<file path="config.mk">
export PLATFORM = sky130hd
export DESIGN_NAME = dqirq_top
export DESIGN_NICKNAME = d
export VERILOG_FILES = /design/src/design/dqirq_pkg.sv /design/src/design/dqirq_top.sv
export VERILOG_INCLUDE_DIRS = /design/src /design/src/design
export SDC_FILE = /design/constraint.sdc
export NUM_CORES = 1
export LEC_CHECK = 0
export BUFFER_PORTS_ARGS = -buffer_cell sky130_fd_sc_hd__buf_2
export CAP_MARGIN = 0
export CORE_MARGIN = 8
export CORE_UTILIZATION = 45
export DETAILED_ROUTE_END_ITERATION = 16
export GPL_TIMING_DRIVEN = 0
export PLACE_DENSITY = 0.8
export SYNTH_ARGS = -nofsm -noshare
export SYNTH_HDL_FRONTEND = slang
export SYNTH_SLANG_ARGS = --single-unit
export TNS_END_PERCENT = 10
</file>
<file path="constraint.sdc">
create_clock -name clk_sys -period 1.7 [get_ports clk_sys]
set_input_delay 0.34 -clock clk_sys [delete_from_list [all_inputs] [get_ports clk_sys]]
set_output_delay 0.34 -clock clk_sys [all_outputs]
set_load 0.02 [all_outputs]
</file>
<file path="src/design/dqirq_map.svh">
// Register offsets, field positions and reset values for the interrupt block
`ifndef DQIRQ_MAP_SVH
`define DQIRQ_MAP_SVH

// ****************************************
// Register offsets
// ****************************************
`define DQIRQ_STATUS_OFS   4'h0
`define DQIRQ_ENABLE_OFS   4'h4
`define DQIRQ_CTRL_OFS     4'h8
`define DQIRQ_LEVEL_OFS    4'hc

// ****************************************
// Source bit positions
// ****************************************
`define DQIRQ_BIT_ACQ_RUN    0
`define DQIRQ_BIT_ACQ_STOP   1
`define DQIRQ_BIT_ACQ_DONE   2
`define DQIRQ_BIT_ACQ_FIFO   3
`define DQIRQ_BIT_SAMPLE     4
`define DQIRQ_BIT_EOSCAN     5
`define DQIRQ_BIT_EOINTV     6
`define DQIRQ_BIT_OUT_RUN    7
`define DQIRQ_BIT_OUT_DONE   8
`define DQIRQ_BIT_OUT_FIFO   9
`define DQIRQ_BIT_TOP_CH     10
`define DQIRQ_BIT_WRAP       11
`define DQIRQ_BIT_EXT        12
`define DQIRQ_NSRC           13

// Control register: bit 0 selects falling edge on the external pin
`define DQIRQ_CTRL_FALL_BIT  0

// ****************************************
// Reset values
// ****************************************
`define DQIRQ_ENABLE_RST   13'h0000
`define DQIRQ_CTRL_RST     1'h0

`endif

</file>
<file path="src/design/dqirq_pkg.sv">
// Types shared by the interrupt block
package dqirq_pkg;

	// Register bus request
	typedef struct packed {
		logic [3:0]  addr;
		logic [31:0] wdata;
		logic        wr;
		logic        rd;
	} dqirq_req_t;

	// Pulse and level sources from sequencers and FIFOs
	typedef struct packed {
		logic acq_run_active_irq;
		logic acq_stop_trigger_irq;
		logic acq_finished_irq;
		logic acq_fifo_quarter_irq;
		logic per_sample_irq;
		logic end_of_scan_irq;
		logic end_of_interval_irq;
		logic out_run_active_irq;
		logic out_finished_irq;
		logic out_fifo_quarter_irq;
		logic top_channel_irq;
		logic wave_wrap_irq;
	} dqirq_src_t;

endpackage

</file>
<file path="src/design/dqirq_top.sv">
// Interrupt source collection and host request for the acquisition board
`timescale 1ns/1ns
`include "dqirq_map.svh"

module dqirq_top
	import dqirq_pkg::*;
(
	input  wire logic        clk_sys,
	input  wire logic        rst_n,
	input  wire dqirq_req_t  bus_req,
	output logic [31:0]      bus_rdata,
	input  wire dqirq_src_t  src,
	input  wire logic        ext_irq_pin,
	output logic             host_irq_n,
	output logic             irq
);

	// ****************************************
	// External pin synchroniser and edge detect
	// ****************************************
	logic [2:0]               ext_sync_q;
	logic                     ext_level_q;
	logic                     ext_level_d;
	logic                     ext_agree;
	logic                     ext_rise;
	logic                     ext_fall;
	logic                     ext_edge;
	logic                     fall_sel_q;

	// Three stages; stage 1 may be metastable, so only stage 2 reads it
	always_ff @(posedge clk_sys or negedge rst_n)
	begin
		if (!rst_n)
			ext_sync_q <= 3'h0;
		else
			ext_sync_q <= {ext_sync_q[1:0], ext_irq_pin};
	end

	// A new pin level counts only once stages 2 and 3 agree on it
	assign ext_agree   = (ext_sync_q[1] == ext_sync_q[2]);
	assign ext_level_d = ext_agree ? ext_sync_q[2] : ext_level_q;
	assign ext_rise    = ext_level_d & ~ext_level_q;
	assign ext_fall    = ~ext_level_d & ext_level_q;

	// Filtered level resets low like an idle pin; a pin held high at reset
	// therefore shows up as one rising edge shortly after release
	always_ff @(posedge clk_sys or negedge rst_n)
	begin
		if (!rst_n)
			ext_level_q <= 1'b0;
		else
			ext_level_q <= ext_level_d;
	end

	// Only the selected direction raises the source; the other is dropped
	assign ext_edge = fall_sel_q ? ext_fall : ext_rise;

	// ****************************************
	// Source vector
	// ****************************************
	logic [`DQIRQ_NSRC-1:0]   set_vec;

	// Level sources set the flag every cycle they are high, so it stays up
	assign set_vec[`DQIRQ_BIT_ACQ_RUN]  = src.acq_run_active_irq;
	assign set_vec[`DQIRQ_BIT_ACQ_STOP] = src.acq_stop_trigger_irq;
	assign set_vec[`DQIRQ_BIT_ACQ_DONE] = src.acq_finished_irq;
	assign set_vec[`DQIRQ_BIT_ACQ_FIFO] = src.acq_fifo_quarter_irq;
	assign set_vec[`DQIRQ_BIT_SAMPLE]   = src.per_sample_irq;
	assign set_vec[`DQIRQ_BIT_EOSCAN]   = src.end_of_scan_irq;
	assign set_vec[`DQIRQ_BIT_EOINTV]   = src.end_of_interval_irq;
	assign set_vec[`DQIRQ_BIT_OUT_RUN]  = src.out_run_active_irq;
	assign set_vec[`DQIRQ_BIT_OUT_DONE] = src.out_finished_irq;
	assign set_vec[`DQIRQ_BIT_OUT_FIFO] = src.out_fifo_quarter_irq;
	assign set_vec[`DQIRQ_BIT_TOP_CH]   = src.top_channel_irq;
	assign set_vec[`DQIRQ_BIT_WRAP]     = src.wave_wrap_irq;
	assign set_vec[`DQIRQ_BIT_EXT]      = ext_edge;

	// ****************************************
	// Register decode
	// ****************************************
	logic                     sel_status;
	logic                     sel_enable;
	logic                     sel_ctrl;
	logic                     sel_level;
	logic                     ack_status;
	logic                     wr_enable;
	logic                     wr_ctrl;

	// Acknowledge is a read of the status register
	assign sel_status = (bus_req.addr == `DQIRQ_STATUS_OFS);
	assign sel_enable = (bus_req.addr == `DQIRQ_ENABLE_OFS);
	assign sel_ctrl   = (bus_req.addr == `DQIRQ_CTRL_OFS);
	assign sel_level  = (bus_req.addr == `DQIRQ_LEVEL_OFS);
	assign ack_status = bus_req.rd & sel_status;
	assign wr_enable  = bus_req.wr & sel_enable;
	assign wr_ctrl    = bus_req.wr & sel_ctrl;

	// ****************************************
	// Sticky flags, enables and control
	// ****************************************
	logic [`DQIRQ_NSRC-1:0]   flag_q;
	logic [`DQIRQ_NSRC-1:0]   flag_d;
	logic [`DQIRQ_NSRC-1:0]   enable_q;
	logic [`DQIRQ_NSRC-1:0]   live_q;

	// Per bit: set wins over the acknowledge so no event is lost
	genvar gi;
	generate
		for (gi = 0; gi < `DQIRQ_NSRC; gi++)
		begin : g_flag
			assign flag_d[gi] = set_vec[gi] | (flag_q[gi] & ~ack_status);
		end
	endgenerate

	// Flag and raw source snapshot registers
	always_ff @(posedge clk_sys or negedge rst_n)
	begin
		if (!rst_n)
		begin
			flag_q <= '0;
			live_q <= '0;
		end
		else
		begin
			flag_q <= flag_d;
			live_q <= set_vec;
		end
	end

	// Software enable and edge polarity
	always_ff @(posedge clk_sys or negedge rst_n)
	begin
		if (!rst_n)
		begin
			enable_q   <= `DQIRQ_ENABLE_RST;
			fall_sel_q <= `DQIRQ_CTRL_RST;
		end
		else
		begin
			if (wr_enable)
				enable_q <= bus_req.wdata[`DQIRQ_NSRC-1:0];
			if (wr_ctrl)
				fall_sel_q <= bus_req.wdata[`DQIRQ_CTRL_FALL_BIT];
		end
	end

	// ****************************************
	// Request output
	// ****************************************
	logic                     irq_q;

	// Registered so the pin never glitches while flags settle
	always_ff @(posedge clk_sys or negedge rst_n)
	begin
		if (!rst_n)
			irq_q <= 1'b0;
		else
			irq_q <= |(flag_d & enable_q);
	end

	assign irq        = irq_q;
	assign host_irq_n = ~irq_q;

	// ****************************************
	// Read data
	// ****************************************
	logic [31:0]              rdata_q;
	logic [31:0]              rd_mux;

	// Unmapped addresses read as zero
	assign rd_mux = sel_status ? {19'h0, flag_q}
	              : sel_enable ? {19'h0, enable_q}
	              : sel_ctrl   ? {31'h0, fall_sel_q}
	              : sel_level  ? {19'h0, live_q}
	              : 32'h0;

	// Data stand only in the cycle after the read strobe
	always_ff @(posedge clk_sys or negedge rst_n)
	begin
		if (!rst_n)
			rdata_q <= 32'h0;
		else
			rdata_q <= bus_req.rd ? rd_mux : 32'h0;
	end

	assign bus_rdata = rdata_q;
endmodule // dqirq_top

</file>
Word level (Yosys, flattened, before mapping)
Cells that the tools add are included.
- equality and inequality tests: 4
- mux-type cells: 7
- bitwise logic cells: 36
- reduce and logical (&&, ||, !) cells: 2
- operator list (kind ; number):
    13-bit two-way mux ; 4
    32-bit two-way mux ; 1
    1-bit AND ; 18
    13-bit AND ; 1
    1-bit bitwise OR ; 13
    13-bit OR reduction ; 1
    4-bit equality test, second input constant ; 2
    4-bit by 3-bit equality test with 1-bit output, second input constant ; 1
    4-bit zero test ; 1
    1-bit inverter ; 4
    1-bit two-way mux ; 2
    1-bit equality test ; 1
- flip-flop bits (word level): 77
- input bits: 53
- output and inout bits: 34
- logic and storage cells: 57

Logic depth before layout (Yosys ltp)
Gate-level depths: netlist (run 1).
- depth after elaboration: 8
- mapped depth: 6
- mapped depth without buffers: 5

Least setup slack after synthesis (run 1)
OpenSTA, ideal clock, no wires.
- kind: input-to-reg
- start: input bus_req[35] (netlist bit)
- end: register irq_q (netlist: irq)
- setup time: 132 ps
- arrival time: 1374 ps
- data required time: 1568 ps
- setup slack: 193 ps
- stages: 6
- buffers on the path: 1
- path through: or3b_1 clkbuf_1 nor4_1 o22ai_1 a221oi_2 nand4_1
- word-level cells in the longest chain between the ends: 7
- elaborated cells between the ends (all ways): 31
- those cells by class: bitwise (29); reduce/logical (2)
- ends and longest elaborated chain (element ; line ; text):
    start, declared ; dqirq_top.sv:10 ; input wire dqirq_req_t bus_req,
    4-bit zero test (no source line) * ; - ;
    1-bit AND * ; dqirq_top.sv:94 ; assign ack_status = bus_req.rd & sel_status;
    1-bit inverter * ; dqirq_top.sv:111 ; assign flag_d[gi] = set_vec[gi] | (flag_q[gi] & ~ack_status);
    1-bit AND ; dqirq_top.sv:111 ;
    1-bit bitwise OR ; dqirq_top.sv:111 ;
    13-bit AND * ; dqirq_top.sv:158 ; irq_q <= |(flag_d & enable_q);
    13-bit OR reduction * ; dqirq_top.sv:158 ;
    end signal, assigned ; dqirq_top.sv:158 ;
    end, declared ; dqirq_top.sv:150 ; logic irq_q;
Every way passes the cells marked *; elsewhere a longest branch is shown, timed or not.
A chain may end at the register's enable or synchronous reset.

Worst setup path in the final report (run 1)
Ends and elaborated chain as after synthesis.

==> results of run 1 <==
[registers in the layout (all words and copies together), names as in the netlist]
name         cells
ext_sync_q       3
live_q          13
bus_rdata       13
enable_q        13
fall_sel_q       1
flag_q          13
irq              1
ext_level_q      1
[layout by cell type, fill, tap and decap left out, drive strengths merged, types with 2 or more instances in the layout]
| master | n |
|---|---|
| buf | 71 |
| dfrtp | 58 |
| nand2 | 31 |
| conb | 19 |
| clkbuf | 17 |
| nor2 | 15 |
| mux2 | 14 |
| o221ai | 12 |
| a21o | 11 |
| a21oi | 6 |
| o21ai | 5 |
| nor3 | 4 |
| clkinv | 4 |
| inv | 3 |
| nor4 | 3 |
| or4bb | 2 |
| nand4b | 2 |
[worst max-delay path by stage]
stage,end,slack (ps),depth (start not counted)
2_1_floorplan,irq,190,6
4_1_cts,irq,220,7
6_report,irq,180,6
3_3_place_gp,irq,-130,7
3_5_place_dp,irq,-140,7
5_1_grt,irq,90,7
[cell families (layout without fill, tap and decap cells)]
group	after synthesis	in the layout	synth area share (%)
other cells	1	19	0.155
flops	58	58	59.9
buf+inv	32	95	8.36
simple gates	62	62	12.1
mux	15	15	7.43
fa+ha+maj	1	1	0.413
compound gates	38	38	11.7
[per-stage QoR]
step / TNS [ps] / instance area, um2 / power [mW] / hold slack (ps)
3_3_place_gp: -133 / 2820 / 2.01 / 331
3_5_place_dp: -155 / 2820 / 2.03 / 336
6_report: 0 / 2970 / 3.03 / 42.6
5_1_grt: 0 / 2970 / 3.20 / 92.9
4_1_cts: 0 / 2970 / 3.06 / 95.8
2_1_floorplan: 0 / 2490 / 1.87 / 44.4
[metal layers]
metal	wire [um]	share of wire, %	up-vias
met5	0	0	-
met4	83	1.5	0
met3	511	9.4	8
met2	2590	48	64
met1	2250	41	835
li1	-	-	843
[final cells by class]
type / count / area [um2] / share of cell area [%]
tap: 70 / 87.6 / 2.94
buffer: 29 / 191 / 6.44
multi-input combinational: 135 / 838 / 28.2
clock inverter: 4 / 20.0 / 0.673
inverter: 3 / 11.3 / 0.379
clock buffer: 11 / 131 / 4.42
sequential: 58 / 1450 / 48.8
timing repair buffer: 48 / 243 / 8.16
[where the power goes]
part	total, mW	internal, mW	leakage, nW	switching (mW)
Combinational	0.424	0.199	0.686	0.225
Clock	1.02	0.510	0.0827	0.510
Sequential	1.58	1.50	0.676	0.0834
==> impl_metrics.json, run 1 <==
{
  "hold_path.class": "primary input to async pin",
  "start_util_pct": 47.2,
  "worstMarginPinSlew_ps": 716,
  "first_iter_violations": 148,
  "routabilityCongestion": 0.800,
  "setup_slack_ps": 176,
  "remaining_drc_errors": 0,
  "clock_skew_ps": 8.85,
  "synth_edf_count": 0,
  "startpoint_type": "primary input",
  "drt-vias-per-instance": 4.89,
  "grtUsageMet1_pct": 17.4,
  "vdd_drop_max_mv": 0.755,
  "clkTransAtPathRegs_ps": 60,
  "grt_overflow_total": 0,
  "die_w_um": 89.4,
  "first_global_vias": 1814,
  "wire_per_inst_um": 15.2,
  "final_max_slew_viol_count": 0,
  "final_core_util_pct": 57.9,
  "cts-root-buf": "clkbuf_8",
  "synth_common_cells": "dfrtp_1 (58), nand2_1 (30), buf_4 (19)",
  "crit_start": "bus_req[35]",
  "rows": 26,
  "period_share_pct": 89.7,
  "r2r_start": "flag_q[2]",
  "outcome": "completed",
  "reg2reg_setup_slack_ps": 210,
  "netlist_area_um2": 2420,
  "syn2layout_area_growth_pct": 22.7,
  "min_period_ps": 1520,
  "reg2reg_to": "irq",
  "totalWireLength_um": 5430,
  "post_cts_buffers": 0,
  "crit_type": "primary input to flip-flop",
  "dp_hpwl_um": 3880,
  "yosysSeqAreaShare_pct": 59.9,
  "grt_antenna_before_repair": 0,
  "diodes": 0,
  "cts_tree": "done",
  "ios": 87,
  "timing.fmax_mhz": 656,
  "layout-drive-gt1-share_pct": 34.4,
  "busiest_layer": "met2",
  "pwr_density_cell_nw_per_um2": 1020,
  "postCtsHoldBufs": 0,
  "synth.most_common_cell": "dfrtp_1",
  "htreeDepth": 3,
  "portBuffers": 48,
  "path_buf_inv": 1,
  "rsz0062_at_grt": "no",
  "grt_max_degree": 59,
  "cts_sinks": 58,
  "grt_use_total_pct": 15.0,
  "synth_top_area_share_pct": 59.9,
  "ys_ff_latch": 58,
  "synthArstFlopShare_pct": 100,
  "cp_top_family": "simple AND/OR/NAND/NOR gates",
  "maxSlewHeadroom_pct": 52.3,
  "yosys_warnings": 0,
  "dp_slack_ps": -143,
  "ys.flop_type": "dfrtp_1",
  "p_leak_nw": 1.44,
  "num_vias": 1750,
  "slowest_delay_ps": 430,
  "maxCapViolCount": 0,
  "synth_top_area_cell": "dfrtp_1",
  "avgSynthCellArea_um2": 11.7,
  "crit_fanout": 7,
  "drt-pass1-iter-count": 4,
  "nets": 337,
  "die_y_um": 89.4,
  "insertion_delay_ps": 340,
  "slowest_stage": "nor3b_2",
  "coreArea_um2": 5140,
  "placedCellCount": 343,
  "synth.area.top_cells": "dfrtp_1 (60%), buf_4 (5.9%), mux2_2 (5.1%)",
  "syn_inst": 207,
  "grt_use_met3_pct": 6.80,
  "grt_pass1_wl_um": 8710,
  "numCtsBuffers": 9,
  "fin_cells": 358,
  "final_hold_viol_count": 0,
  "cp_cell_sequence": "buf_2, nor3b_2, a21oi_1, nor4_1, o2111a_1, nand4_1",
  "cp.required_ps": 1900,
  "reg2reg_depth": 5,
  "end_kind": "flip-flop",
  "die-area_um2": 7990,
  "grt_util_met2_pct": 23.3,
  "cp.arrival_ps": 1730,
  "nFillCells": 464,
  "setup_viol": 0,
  "yosys.cell_types.count": 31,
  "clk_path_buf_depth": 2,
  "cts_resized": 0,
  "ant_nets": 0
}
Power figures use the tool's default switching activity.
==> run 2, diff against run 1 <==
- RECOVER_POWER: default -> 100
- SLEW_MARGIN: default -> 20
==> run 2 against run 1 <==
Maximum frequency decreased by 0.49%. Critical path depth decreased by 2. Sequential power about the same. Via count increased by 0.34%. Clock skew about the same. Total power increased by 0.56%.
==> impl_metrics.json, run 2 (synthesis results as in run 1) <==
{
  "period_share_pct": 90.1,
  "nets": 337,
  "layout_commonest_cell": "dfrtp_1",
  "die_w_um": 89.4,
  "cp.required_ps": 1920,
  "dp_hpwl_um": 3880,
  "total_power_mw": 3.04,
  "clk_path_buf_depth": 2,
  "grt_pass1_wl_um": 8580,
  "post_cts_buffers": 0,
  "wire_per_inst_um": 15.2,
  "min_period_ps": 1530,
  "syn2layout_area_growth_pct": 21.4,
  "numCtsBuffers": 9,
  "crit_type": "primary input to flip-flop",
  "routabilityCongestion": 0.800,
  "drt-vias-per-instance": 4.92,
  "worstMarginPinSlew_ps": 1400,
  "timing.fmax_mhz": 653,
  "r2r_start": "flag_q[2]",
  "grt_use_met3_pct": 5.70,
  "layout_common_cells": "dfrtp_1 (58), clkbuf_1 (33), nand2_1 (30)",
  "layout-drive-gt1-share_pct": 25.4,
  "remaining_drc_errors": 0,
  "grt_antenna_before_repair": 0,
  "p_leak_nw": 1.36,
  "clkTransAtPathRegs_ps": 60,
  "startpoint_type": "primary input",
  "cts_resized": 0,
  "outcome": "completed",
  "multi_input_area_um2": 838,
  "setup_tns_ps": 0,
  "rsz0062_at_grt": "no",
  "ios": 87,
  "cts-root-buf": "clkbuf_8",
  "cts_sinks": 58,
  "reg2reg_to": "irq",
  "first_iter_violations": 118,
  "die-area_um2": 7990,
  "clock_skew_ps": 8.72,
  "final_hold_viol_count": 0,
  "maxSlewHeadroom_pct": 6.61,
  "reg2reg_setup_slack_ps": 240,
  "endpoint": "enable_q[5]",
  "reg2reg_depth": 5,
  "maxCapViolCount": 0,
  "insertion_delay_ps": 340,
  "grt_use_total_pct": 14.7,
  "portBuffers": 48,
  "drt-pass1-iter-count": 4,
  "crit_fanout": 10,
  "final_cell_area_um2": 2940,
  "grt_overflow_total": 0,
  "setup_slack_ps": 168,
  "nFillCells": 478,
  "first_global_vias": 1794,
  "diodes": 0,
  "hold_depth": 1,
  "cts_tree": "done",
  "coreArea_um2": 5140,
  "die_y_um": 89.4,
  "postCtsHoldBufs": 0,
  "busiest_layer": "met2",
  "ant_nets": 0,
  "seqCellArea_um2": 1450,
  "rows": 26,
  "htreeDepth": 3,
  "hold_path.class": "primary input to flip-flop",
  "vdd_drop_max_mv": 0.631,
  "grtUsageMet1_pct": 16.9,
  "crit_start": "bus_req[37]",
  "grt_util_met2_pct": 22.8,
  "dpl_cell_area_um2": 2820,
  "end_kind": "flip-flop",
  "start_util_pct": 47.2,
  "cp.arrival_ps": 1750,
  "setup_viol": 0,
  "dp_slack_ps": -141,
  "final_max_slew_viol_count": 0,
  "num_vias": 1756,
  "pwr_density_cell_nw_per_um2": 1030,
  "hold_slack_ps": 109,
  "totalWireLength_um": 5440,
  "grt_max_degree": 59
}
run 2: critical path, cell delays in order:
cell      delay (ps)
clkbuf_1         190
nand4b_1         240
clkbuf_1         560
mux2_2           410
run 2: layout make-up:
| cell class | instances | area share (%) |
|---|---|---|
| clock inverters | 4 | 0.680 |
| inverters | 3 | 0.382 |
| clock buffers | 10 | 4.67 |
| flip-flops and latches | 58 | 49.3 |
| plain buffers | 29 | 6.46 |
| well taps | 70 | 2.97 |
| repair buffers | 48 | 7.05 |
| multi-input cells | 135 | 28.5 |
run 2: metal layers:
layer | vias to the layer above | wire [um]
met5 | - | 0
met4 | 0 | 105
met3 | 11 | 460
met2 | 65 | 2610
met1 | 841 | 2260
li1 | 839 | -
run 2: power breakdown:
part,internal (mW),total [mW],switching (mW)
combinational,0.191,0.418,0.227
clock,0.540,1.04,0.503
sequential,1.50,1.58,0.0827
run 2: worst min path at each step:
stage	start	endpoint	slack (ps)
global route	ext_irq_pin	ext_sync_q[0]	100
floorplan	rst_n	bus_rdata[0]	40
CTS	rst_n	bus_rdata[9]	60
detailed placement	ext_sync_q[0]	ext_sync_q[1]	340
global placement	ext_sync_q[0]	ext_sync_q[1]	330
finish	ext_irq_pin	ext_sync_q[0]	110
run 2: per-stage QoR:
| step | instances | utilization (%) |
|---|---|---|
| after floorplan | 225 | - |
| after global placement | 343 | 54.9 |
| after detailed placement | 343 | 54.9 |
| after CTS | 357 | 58.0 |
| after global routing | 357 | 57.3 |
| final | 357 | 57.3 |
==> run 3, diff against run 2 <==
- clock period: 1.7 -> 1.6 ns (I/O delays scaled with it)
==> run 3 against run 2 <==
Non-clock buffer count stayed put. Via count is 0.34% lower. Die area stayed put. Critical path depth is 1 higher. Highest routed layer unchanged.
==> impl_metrics.json, run 3 (synthesis results as in run 1) <==
{
  "ios": 87,
  "rsz0062_at_grt": "no",
  "die-area_um2": 7990,
  "drt-vias-per-instance": 4.90,
  "cts_tree": "done",
  "postCtsHoldBufs": 0,
  "worstMarginPinSlew_ps": 1400,
  "grt_antenna_before_repair": 0,
  "grt_util_met2_pct": 22.8,
  "start_util_pct": 47.2,
  "crit_fanout": 3,
  "maxSlewHeadroom_pct": 6.65,
  "routabilityCongestion": 0.800,
  "portBuffers": 48,
  "timing.fmax_mhz": 686,
  "first_global_vias": 1794,
  "p_leak_nw": 1.36,
  "fin_cells": 357,
  "grt_use_met3_pct": 5.70,
  "crit_type": "flip-flop to flip-flop",
  "ant_nets": 0,
  "reg2reg_depth": 5,
  "cts_sinks": 58,
  "final_max_slew_viol_count": 0,
  "grt_overflow_total": 0,
  "num_vias": 1750,
  "clock_skew_ps": 8.77,
  "pwr_density_cell_nw_per_um2": 1100,
  "cts_resized": 0,
  "nets": 337,
  "layout-drive-gt1-share_pct": 25.8,
  "total_power_mw": 3.24,
  "first_iter_violations": 102,
  "min_period_ps": 1460,
  "end_kind": "flip-flop",
  "cp.required_ps": 1810,
  "crit_start": "flag_q[2]",
  "numCtsBuffers": 9,
  "cp.arrival_ps": 1660,
  "outcome": "completed",
  "clkTransAtPathRegs_ps": 70,
  "diodes": 0,
  "grt_pass1_wl_um": 8580,
  "coreArea_um2": 5140,
  "reg2reg_setup_slack_ps": 140,
  "htreeDepth": 3,
  "rows": 26,
  "remaining_drc_errors": 0,
  "hold_path.class": "primary input to flip-flop",
  "totalWireLength_um": 5460,
  "layout_commonest_cell": "dfrtp_1",
  "grtUsageMet1_pct": 16.9,
  "r2r_start": "flag_q[2]",
  "final_hold_viol_count": 0,
  "layout_common_cells": "dfrtp_1 (58), clkbuf_1 (32), nand2_1 (30)",
  "dp_hpwl_um": 3880,
  "syn2layout_area_growth_pct": 21.5,
  "post_cts_buffers": 0,
  "hold_depth": 1,
  "period_share_pct": 91.1,
  "drt-pass1-iter-count": 4,
  "busiest_layer": "met2",
  "vdd_drop_max_mv": 0.670,
  "insertion_delay_ps": 340,
  "setup_viol": 0,
  "grt_use_total_pct": 14.7,
  "clk_path_buf_depth": 2,
  "placedCellCount": 343,
  "min_from": "ext_irq_pin",
  "reg2reg_to": "irq",
  "maxCapViolCount": 0,
  "startpoint_type": "flip-flop",
  "cts-root-buf": "clkbuf_8",
  "grt_max_degree": 59,
  "die_y_um": 89.4,
  "die_w_um": 89.4,
  "min_to": "ext_sync_q[0]",
  "wire_per_inst_um": 15.3
}
run 3: cell count changes in the layout (fill, tap and decap cells not counted):
| cell | change |
|---|---|
| clkbuf_2 | +1 |
| clkbuf_1 | -1 |
run 3: worst max-delay path, cell delays in order, from the launching register on:
cell	delay, ps
dfrtp_1	400
o21ai_0	200
a21oi_1	70
nor4_1	320
o2111a_1	250
nand4_1	80
run 3: final cells by class:
cell class / instances / area [um2]
Buffer: 29 / 191
Clock buffer: 10 / 138
Clock inverter: 4 / 20.0
Fill cell: 477 / 2190
Inverter: 3 / 11.3
Multi-Input combinational cell: 135 / 838
Sequential cell: 58 / 1450
Tap cell: 70 / 87.6
Timing Repair Buffer: 48 / 208
run 3: how the worst max path moves through the flow:
stage	slack, ps	cells past startpoint	end
after floorplan	110	6	irq
after global placement	-210	7	irq
after detailed placement	-220	7	irq
after CTS	140	7	irq
after global routing	1	7	irq
final	140	5	irq
run 3: per-stage QoR:
stage               hold WS (ps)  worst slack, ps  instance area [um2]  TNS, ps  utilization, %
finish                      88.1              142                 2950        0            57.3
global route                76.6             1.37                 2950        0            57.3
CTS                         42.1              144                 2980        0            58.0
detailed placement           336             -221                 2820    -1070            54.9
global placement             331             -213                 2820     -740            54.9
floorplan                   24.4              113                 2490        0               -
run 3: where the power goes:
part	internal (mW)	total [mW]	switching, mW
clock network	0.573	1.11	0.535
registers	1.60	1.68	0.0876
logic	0.203	0.445	0.241
run 3: per-layer routing:
layer | vias to the layer above | part of all wire, %
met5 | - | 0
met4 | 0 | 2.0
met3 | 11 | 8.3
met2 | 58 | 48
met1 | 842 | 42
li1 | 839 | -
